[config.mk]
export PLATFORM = sky130hd
export DESIGN_NAME = uart_irq
export DESIGN_NICKNAME = d
export VERILOG_FILES = /design/src/uart_irq_pkg.sv /design/src/uart_irq.sv
export SDC_FILE = /design/constraint.sdc
export NUM_CORES = 1
export LEC_CHECK = 0
export BUFFER_PORTS_ARGS = -buffer_cell sky130_fd_sc_hd__buf_2
export CORE_MARGIN = 10
export CORE_UTILIZATION = 35
export DETAILED_ROUTE_END_ITERATION = 6
export GPL_TIMING_DRIVEN = 0
export PLACE_DENSITY = 0.56
export RECOVER_POWER = 50
export SLEW_MARGIN = 25
export SYNTH_ARGS = -nofsm -noshare
export SYNTH_HDL_FRONTEND = slang
export SYNTH_SLANG_ARGS = --single-unit
[constraint.sdc]
create_clock -name hclk -period 4.72 [get_ports hclk]
set_clock_uncertainty 0.05 [all_clocks]
set_input_delay 0.708 -clock hclk [delete_from_list [all_inputs] [get_ports hclk]]
set_output_delay 0.708 -clock hclk [all_outputs]
set_load 0.01 [all_outputs]
[src/uart_irq_pkg.sv]
// Summary of operation
// - mask gates rx, tx, line, modem sources
// - rx available follows trigger level crossing with fifo on, else receive ready
// - receive ready sets on entry, clears empty
// - fifo on, mask 0-3 and 5 clear: polled
// - line state bit 1 flags overrun
// - bits 2-4 show head character errors
// - bit 5 holding empty, 6 all empty
// - bit 7 any errored character in fifo
// - mask bit 0 enables receive data
// - mask bit 1 enables transmit ready
// - mask bit 2 enables line status
// - overrun raises line status at once
// - errors raise on read unless extra mode
// - mask bit 3 enables modem status
// - mask bit 4 sleep, enhanced-gated write
// - mask bit 5 xoff, enhanced-gated write
// - source read shows highest pending only
// - source bits 0-5 encode level, source
// - enhanced bit 4 unlocks fields; 0xBF gate
// - priority line, timeout, rx, tx, modem, xoff
// - source bit 0 low when pending
// - reads and writes clear their interrupts
package uart_irq_pkg;
  // register byte addresses (index times four)
  localparam logic [4:0] ADDR_HOLDING = 5'h00;
  localparam logic [4:0] ADDR_MASK = 5'h04;
  localparam logic [4:0] ADDR_SOURCE = 5'h08;
  localparam logic [4:0] ADDR_FORMAT = 5'h0c;
  localparam logic [4:0] ADDR_MODEM_CTL = 5'h10;
  localparam logic [4:0] ADDR_LINE = 5'h14;
  localparam logic [4:0] ADDR_MODEM = 5'h18;
  localparam logic [4:0] ADDR_EXTRA = 5'h1c;
  localparam logic [4:0] ADDR_RESUME1 = 5'h10;
  localparam logic [4:0] ADDR_RESUME2 = 5'h14;
  localparam logic [4:0] ADDR_PAUSE1 = 5'h18;
  localparam logic [4:0] ADDR_PAUSE2 = 5'h1c;
  localparam logic [7:0] ENHANCED_KEY = 8'hbf;
  localparam int UNLOCK_BIT = 4;
  localparam int EXTRA_IMMEDIATE_BIT = 6;
  localparam int FEATURE_CONTROL_SPACE_BIT = 6;
  localparam logic [7:0] MASK_BASIC = 8'h0f;
  localparam logic [7:0] MASK_ENH = 8'h30;
  // source codes, bits 5:0
  localparam logic [5:0] SRC_LINE = 6'h06;
  localparam logic [5:0] SRC_TIMEOUT = 6'h0c;
  localparam logic [5:0] SRC_RXDATA = 6'h04;
  localparam logic [5:0] SRC_TRANSMIT_READY_EVENT = 6'h02;
  localparam logic [5:0] SRC_MODEM = 6'h00;
  localparam logic [5:0] SRC_XOFF = 6'h10;
  localparam logic [5:0] SRC_NONE = 6'h01;
  localparam logic [31:0] READ_ZERO = 32'h0000_0000;

  // events and levels coming from the datapath
  typedef struct packed {
    logic rx_entry;      // character moved into receive fifo
    logic rx_empty;
    logic at_trigger;    // fifo level at or above trigger
    logic rx_timeout;
    logic overrun;
    logic [2:0] head_err; // break, framing, parity of head character
    logic any_err;       // errored character anywhere in fifo
    logic pop_err;       // errored character being read out
    logic new_err;       // errored character arriving
    logic thr_empty;
    logic all_empty;
    logic tx_event;      // holding empty / below trigger
    logic modem_delta;
    logic xoff_seen;
    logic xon_seen;
    logic wake;
    logic fifo_on;
  } link_in_t;

  // state of the block
  typedef struct packed {
    logic [7:0] mask;
    logic [7:0] enhanced_features;
    logic [7:0] feature_control;
    logic [7:0] trig;
    logic [7:0] extra;
    logic [7:0] fmt;
    logic [7:0] res1;
    logic [7:0] res2;
    logic [7:0] pau1;
    logic [7:0] pau2;
    logic rx_ready;
    logic line_pend;
    logic tx_pend;
    logic modem_pend;
    logic xoff_pend;
    logic wake_pend;
    logic dphase;
    logic dwrite;
    logic [4:0] daddr;
    logic [31:0] rdata;
  } state_t;
endpackage

[src/uart_irq.sv]
// Decided for this implementation: register access over AHB-Lite.
`timescale 1ns/1ns
module uart_irq
  import uart_irq_pkg::*;
(
  input wire logic hclk,
  input wire logic hresetn,
  input wire logic hsel,
  input wire logic [31:0] haddr,
  input wire logic [1:0] htrans,
  input wire logic hwrite,
  input wire logic [2:0] hsize,
  input wire logic [31:0] hwdata,
  input wire logic hready,
  output logic hreadyout,
  output logic hresp,
  output logic [31:0] hrdata,
  input wire link_in_t link,
  input wire logic [7:0] fifo_count,
  output logic rx_read,
  output logic tx_write,
  output logic [7:0] trigger_level,
  output logic sleep_enable,
  output logic irq
);
  state_t s_q;
  state_t s_d;
  logic take;
  logic unlocked;
  logic key_on;
  logic [4:0] a;
  logic wr;
  logic rd;
  logic line_bits;
  logic rx_src;
  logic [5:0] code;

  // address phase qualification
  assign take = hsel & hready & htrans[1];
  assign hreadyout = 1'b1;
  assign hresp = 1'b0;
  assign hrdata = s_q.rdata;
  assign trigger_level = s_q.trig;
  assign sleep_enable = s_q.mask[4];
  assign unlocked = s_q.enhanced_features[UNLOCK_BIT];
  assign key_on = (s_q.fmt == ENHANCED_KEY);
  assign a = s_q.daddr;
  assign wr = s_q.dphase & s_q.dwrite;
  assign rd = s_q.dphase & ~s_q.dwrite;
  assign rx_read = rd & ~key_on & (a == ADDR_HOLDING);
  assign tx_write = wr & ~key_on & (a == ADDR_HOLDING);

  // priority encoder over enabled pending sources
  always_comb begin
    line_bits = link.overrun | (|link.head_err);
    rx_src = link.fifo_on ? link.at_trigger : s_q.rx_ready;
    if (s_q.mask[2] & s_q.line_pend) begin
      code = SRC_LINE;
    end else if (s_q.mask[0] & link.rx_timeout) begin
      code = SRC_TIMEOUT;
    end else if (s_q.mask[0] & rx_src) begin
      code = SRC_RXDATA;
    end else if (s_q.mask[1] & s_q.tx_pend) begin
      code = SRC_TRANSMIT_READY_EVENT;
    end else if (s_q.mask[3] & s_q.modem_pend) begin
      code = SRC_MODEM;
    end else if (s_q.mask[5] & s_q.xoff_pend) begin
      code = SRC_XOFF;
    end else begin
      code = SRC_NONE;
    end
  end

  // irq while any enabled source pends; polled mode when mask 3:0 and mask 5 clear
  assign irq = ~code[0];

  // next state
  always_comb begin
    s_d = s_q;
    s_d.dphase = take;
    s_d.dwrite = hwrite;
    s_d.daddr = haddr[4:0];
    // receive ready: set on entry wins over empty
    if (link.rx_entry) begin
      s_d.rx_ready = 1'b1;
    end else if (link.rx_empty) begin
      s_d.rx_ready = 1'b0;
    end
    // other clears first, sets after so sets win
    if (rd & ~key_on & (a == ADDR_LINE)) begin
      s_d.line_pend = 1'b0;
    end
    if (rd & ~key_on & (a == ADDR_MODEM)) begin
      s_d.modem_pend = 1'b0;
    end
    if (tx_write | (rd & ~key_on & (a == ADDR_SOURCE))) begin
      s_d.tx_pend = 1'b0;
    end
    if ((rd & ~key_on & (a == ADDR_SOURCE)) | link.xon_seen) begin
      s_d.xoff_pend = 1'b0;
      s_d.wake_pend = 1'b0;
    end
    if (link.overrun) begin
      s_d.line_pend = 1'b1;
    end
    if (s_q.extra[EXTRA_IMMEDIATE_BIT] ? link.new_err : link.pop_err) begin
      s_d.line_pend = 1'b1;
    end
    if (line_bits & s_q.extra[EXTRA_IMMEDIATE_BIT]) begin
      s_d.line_pend = 1'b1;
    end
    if (link.tx_event) begin
      s_d.tx_pend = 1'b1;
    end
    if (link.modem_delta) begin
      s_d.modem_pend = 1'b1;
    end
    if (link.xoff_seen) begin
      s_d.xoff_pend = 1'b1;
    end
    if (link.wake) begin
      s_d.wake_pend = 1'b1;
    end
    // register writes
    if (wr) begin
      if (key_on) begin
        if (a == ADDR_SOURCE) begin
          s_d.enhanced_features = hwdata[7:0];
        end else if (a == ADDR_MASK) begin
          s_d.feature_control = hwdata[7:0];
        end else if (a == ADDR_HOLDING) begin
          s_d.trig = hwdata[7:0];
        end else if (a == ADDR_FORMAT) begin
          s_d.fmt = hwdata[7:0];
        end else if (a == ADDR_RESUME1) begin
          s_d.res1 = hwdata[7:0];
        end else if (a == ADDR_RESUME2) begin
          s_d.res2 = hwdata[7:0];
        end else if (a == ADDR_PAUSE1) begin
          s_d.pau1 = hwdata[7:0];
        end else if (a == ADDR_PAUSE2) begin
          s_d.pau2 = hwdata[7:0];
        end
      end else if (a == ADDR_MASK) begin
        s_d.mask = hwdata[7:0] & (unlocked ? (MASK_BASIC | MASK_ENH) : MASK_BASIC);
        if (~unlocked) begin
          s_d.mask[5:4] = s_q.mask[5:4];
        end
        if (hwdata[1] & ~s_q.mask[1] & link.thr_empty) begin
          s_d.tx_pend = 1'b1;
        end
      end else if (a == ADDR_FORMAT) begin
        s_d.fmt = hwdata[7:0];
      end else if (a == ADDR_EXTRA & s_q.feature_control[FEATURE_CONTROL_SPACE_BIT]) begin
        s_d.extra = hwdata[7:0];
      end
    end
    // read data, captured on the address phase
    s_d.rdata = READ_ZERO;
    if (take & ~hwrite) begin
      if (key_on) begin
        if (haddr[4:0] == ADDR_HOLDING) begin
          s_d.rdata[7:0] = fifo_count;
        end else if (haddr[4:0] == ADDR_MASK) begin
          s_d.rdata[7:0] = s_q.feature_control;
        end else if (haddr[4:0] == ADDR_SOURCE) begin
          s_d.rdata[7:0] = s_q.enhanced_features;
        end else if (haddr[4:0] == ADDR_FORMAT) begin
          s_d.rdata[7:0] = s_q.fmt;
        end else if (haddr[4:0] == ADDR_RESUME1) begin
          s_d.rdata[7:0] = s_q.res1;
        end else if (haddr[4:0] == ADDR_RESUME2) begin
          s_d.rdata[7:0] = s_q.res2;
        end else if (haddr[4:0] == ADDR_PAUSE1) begin
          s_d.rdata[7:0] = s_q.pau1;
        end else if (haddr[4:0] == ADDR_PAUSE2) begin
          s_d.rdata[7:0] = s_q.pau2;
        end
      end else if (haddr[4:0] == ADDR_MASK) begin
        s_d.rdata[7:0] = s_q.mask;
      end else if (haddr[4:0] == ADDR_SOURCE) begin
        s_d.rdata[7:6] = {2{link.fifo_on}};
        s_d.rdata[5:0] = (code == SRC_NONE && s_q.wake_pend) ? SRC_NONE : code;
        if (~unlocked) begin
          s_d.rdata[5:4] = 2'b00;
        end
      end else if (haddr[4:0] == ADDR_FORMAT) begin
        s_d.rdata[7:0] = s_q.fmt;
      end else if (haddr[4:0] == ADDR_LINE) begin
        s_d.rdata[0] = s_q.rx_ready;
        s_d.rdata[1] = link.overrun;
        s_d.rdata[4:2] = link.head_err;
        s_d.rdata[5] = link.thr_empty;
        s_d.rdata[6] = link.all_empty;
        s_d.rdata[7] = link.any_err;
      end
    end
  end

  // state register
  always_ff @(posedge hclk or negedge hresetn) begin
    if (!hresetn) begin
      s_q <= '0; // masks reset disabled
    end else begin
      s_q <= s_d;
    end
  end
endmodule // uart_irq

==> metrics.md <==
| Metric | Value |
|---|---|
| Hold WC Path Type | input pin to flop |
| Final min period | roughly 3200 ps |
| Netlist Area Pre-Place | 4771 um2 |
| Reg clk slew, reported paths | approximately 70 ps |
| Xor and xnor area share after synthesis | 0.1836% |
| Kind of start point of the critical path | flop |
| Final hold vios | 0 |
| Num CTS Buffers | 9 |
| CTS resizes | 0 |
| Die Ht | 136.8 um |
| I/O pins | ~150 |
| Clock Latency Late Sink | 350 ps |
| Worst EP arrival | between 2000 and 2500 ps |
| Max_cap viols | 2 |
| P&R area growth vs syn | 19.30% |
| Routed len/inst | about 20 um |
| CP required | 3960 ps |
| Max H-tree Level | 3 |
| Via-to-Cell Ratio | 5.140 |
| Synth Area in Compound Gates | a little under a tenth |
| Syn Area/Cell | between 10 and 15 um2 |
| Dpl hpwl | 10330 um |
| Fmax | just over 300 MHz |
| Adder-Cell Fraction of Synth Area | 0% |
| Final cycle utilization of the critical path | between 60 and 70% |
| Post-synth top cells | 91 x dfrtp_1, 69 x mux2_2, 42 x buf_4 |
| Worst vdd ir | about 0.00022 V |
| Leak | 2.613 nW |
| First-pass GRT wire length | 21220 um |
| Simple-gate portion of the synthesized area | between 10% and 20% |
| Mux cell area share after synthesis | 20.90% |
| Clock Path Buffers | 2 |
| DR pass1 iterations | 4 |
| CTS Sinks | between 90 and 100 |
| Most frequent cell after synthesis | dfrtp_1 |
| Initial antenna violation count | 0 |
| Worst Max-Slew Pin Slew | around 1600 ps |
| Congestion Overflow GR | 0 |
| DIE AREA | roughly 19000 um2 |
| Core area | roughly 13000 um2 |
| RePlAce Congestion | around 0.86 |
| Post-route ant nets | 0 |
| DIE WIDTH | around 140 um |
| Post-synth top area share | a little under half |
| Largest net degree at the start of global routing | between 60 and 70 |
| Sequential fraction of the synthesis area | between 40% and 50% |
| CP endpoint kind | primary output |
| Hold-fix buffers at CTS | 0 |
| Nets | around 600 |
| Cell Area, Placed | 5439 um2 |
| Power density over cell area | between 300 and 400 nW/um2 |
| Post-route cell area | ~5700 um2 |
| Largest family of logic cells by synthesized area | multiplexers |
| Top cells by area, synth | dfrtp_1 48%, mux2_2 16%, buf_4 6.6%, mux2_4 2.5%, mux4_2 1.9% |
| Run status | finished, violations left |
| CTS tree | built |
| Initial cell density of the core | between 30% and 40% |
| Diodes inserted | 0 |
| Port bufs | 63 |
| Detailed-route wire length | between 10000 and 15000 um |
| TNS Setup | 0 ps |
| Post-CTS Setup Inserts | 0 |
| Failing checks | max-capacitance violations, max-slew violations |
| Worst-path fanout max | 10 |
| Worst R2R Setup Slack | between 2000 and 2500 ps |
| Layout cells sized above 1 | approximately 40% |
| Slew Limit Headroom | -6.437% |
| Vias in the first global route | between 3000 and 4000 |
| Synth Instances | between 400 and 500 |
| Row cnt | between 40 and 50 |
| GRT Resource Usage Total | approximately 15% |
| Distinct cell type count after synthesis | 53 |
| Vias | approximately 3500 |
| Prevailing post-synth register cell | dfrtp_1 |
| Largest area contributor in the netlist | dfrtp_1 |
| Critical path type | flop to primary output |
| Final Max Tran Viols | 94 |
| Synthesized flop and latch total | between 90 and 100 |
| Unrepaired setup endpoints after global routing | no |
| Final design utilization | a little over two fifths |
| Drt drc | 0 |
| Asr flop ratio synth | between 90% and 100% |
| Initial drt markers | between 200 and 300 |
| Synth Warn # | 0 |
| Setup violators final | 0 |
| EDFF count, synth | 0 |
| Root buf cell | clkbuf_16 |
-- sequential cells by signal (all words and copies together) (netlist names) --
signal         count
trigger_level      8
sleep_enable       1
hrdata             8
s_q               69
a                  5
-- cells in the final DEF, fill, tap and decap left out, types with 4 or more instances in the layout --
| cell | instances |
|---|---|
| a211oi_1 | 6 |
| a21oi_1 | 9 |
| a22oi_1 | 6 |
| a32oi_1 | 6 |
| and2_1 | 4 |
| and3_1 | 7 |
| buf_2 | 58 |
| buf_4 | 42 |
| clkbuf_1 | 23 |
| clkbuf_16 | 9 |
| conb_1 | 26 |
| dfrtp_1 | 91 |
| inv_1 | 4 |
| mux2_2 | 69 |
| mux2_4 | 8 |
| mux4_2 | 4 |
| nand2_1 | 23 |
| nand2b_1 | 8 |
| nand3_1 | 11 |
| nand4_1 | 10 |
| nor2_1 | 7 |
| nor2b_1 | 6 |
| nor3_1 | 8 |
| nor4_1 | 4 |
| o21ai_0 | 10 |
| o22ai_1 | 4 |
-- worst max-delay path: stages (launching register included) --
cell	delay [ps]
dfrtp_1	400
nand4_1	220
nor4_4	670
clkbuf_1	540
nor4_1	140
buf_2	170
-- where the power goes --
group	internal [mW]	total (mW)	switching [mW]
registers	0.812	0.833	0.0211
logic	0.0843	0.188	0.104
clock network	0.410	0.712	0.302
total	1.31	1.73	0.427
-- final timing paths --
kind | start | cells past startpoint | endpoint
setup / recovery | s_q[84]$_DFFE_PN0P_ | 5 | tx_write
hold / removal | haddr[3] | 1 | a[3]$_DFF_PN0_
setup reg to reg | s_q[84]$_DFFE_PN0P_ | 6 | hrdata[3]$_DFF_PN0_
hold reg to reg | s_q[46]$_DFFE_PN0P_ | 1 | s_q[46]$_DFFE_PN0P_
max in group asynchronous | hresetn | 2 | s_q[118]$_DFFE_PN0P_
min in group asynchronous | hresetn | 1 | trigger_level[4]$_DFFE_PN0P_
-- per-stage QoR --
| stage | hold slack, ps | std cells | power, mW | setup slack [ps] |
|---|---|---|---|---|
| after global routing | 437.0 | 688 | 1.811 | 1090 |
| final | 438.1 | 688 | 1.733 | 1474 |
| after floorplan | 362.4 | 432 | 0.9513 | 2455 |
| after detailed placement | 436.0 | 672 | 1.040 | 1831 |
| after CTS | 179.1 | 688 | 1.763 | 1456 |
| after global placement | 432.1 | 671 | 1.031 | 1541 |
-- logic make-up (layout without fill, tap and decap cells) --
group                     count (synthesis)  after routing
and+or+nand+nor                         106            106
xor gates and xnor gates                  1              1
DFF                                      91             91
buffers and inverters                    64            144
AOI/OAI and AO/OA                        62             62
other                                     2             26
muxes                                    82             82
-- area by class of cell --
| type | instances | area, um2 |
|---|---|---|
| inverters | 4 | 15.01 |
| plain buffers | 60 | 395.4 |
| clock inverters | 6 | 63.81 |
| multi-input cells | 277 | 2182 |
| fillers | 1293 | 7604 |
| repair buffers | 64 | 309.0 |
| well taps | 176 | 220.2 |
| flip-flops and latches | 91 | 2277 |
| clock buffers | 10 | 229.0 |
-- per-layer routing --
layer | GRT usage, % | wire [um] | vias to the layer above
met4 | 4.793 | 233 | 0
met2 | 24.26 | 6484 | 120
met1 | 18.31 | 5994 | 1757
met5 | 0 | 0 | -
li1 | - | - | 1643
met3 | 4.692 | 1028 | 16
(Power assumes the default switching activity.)
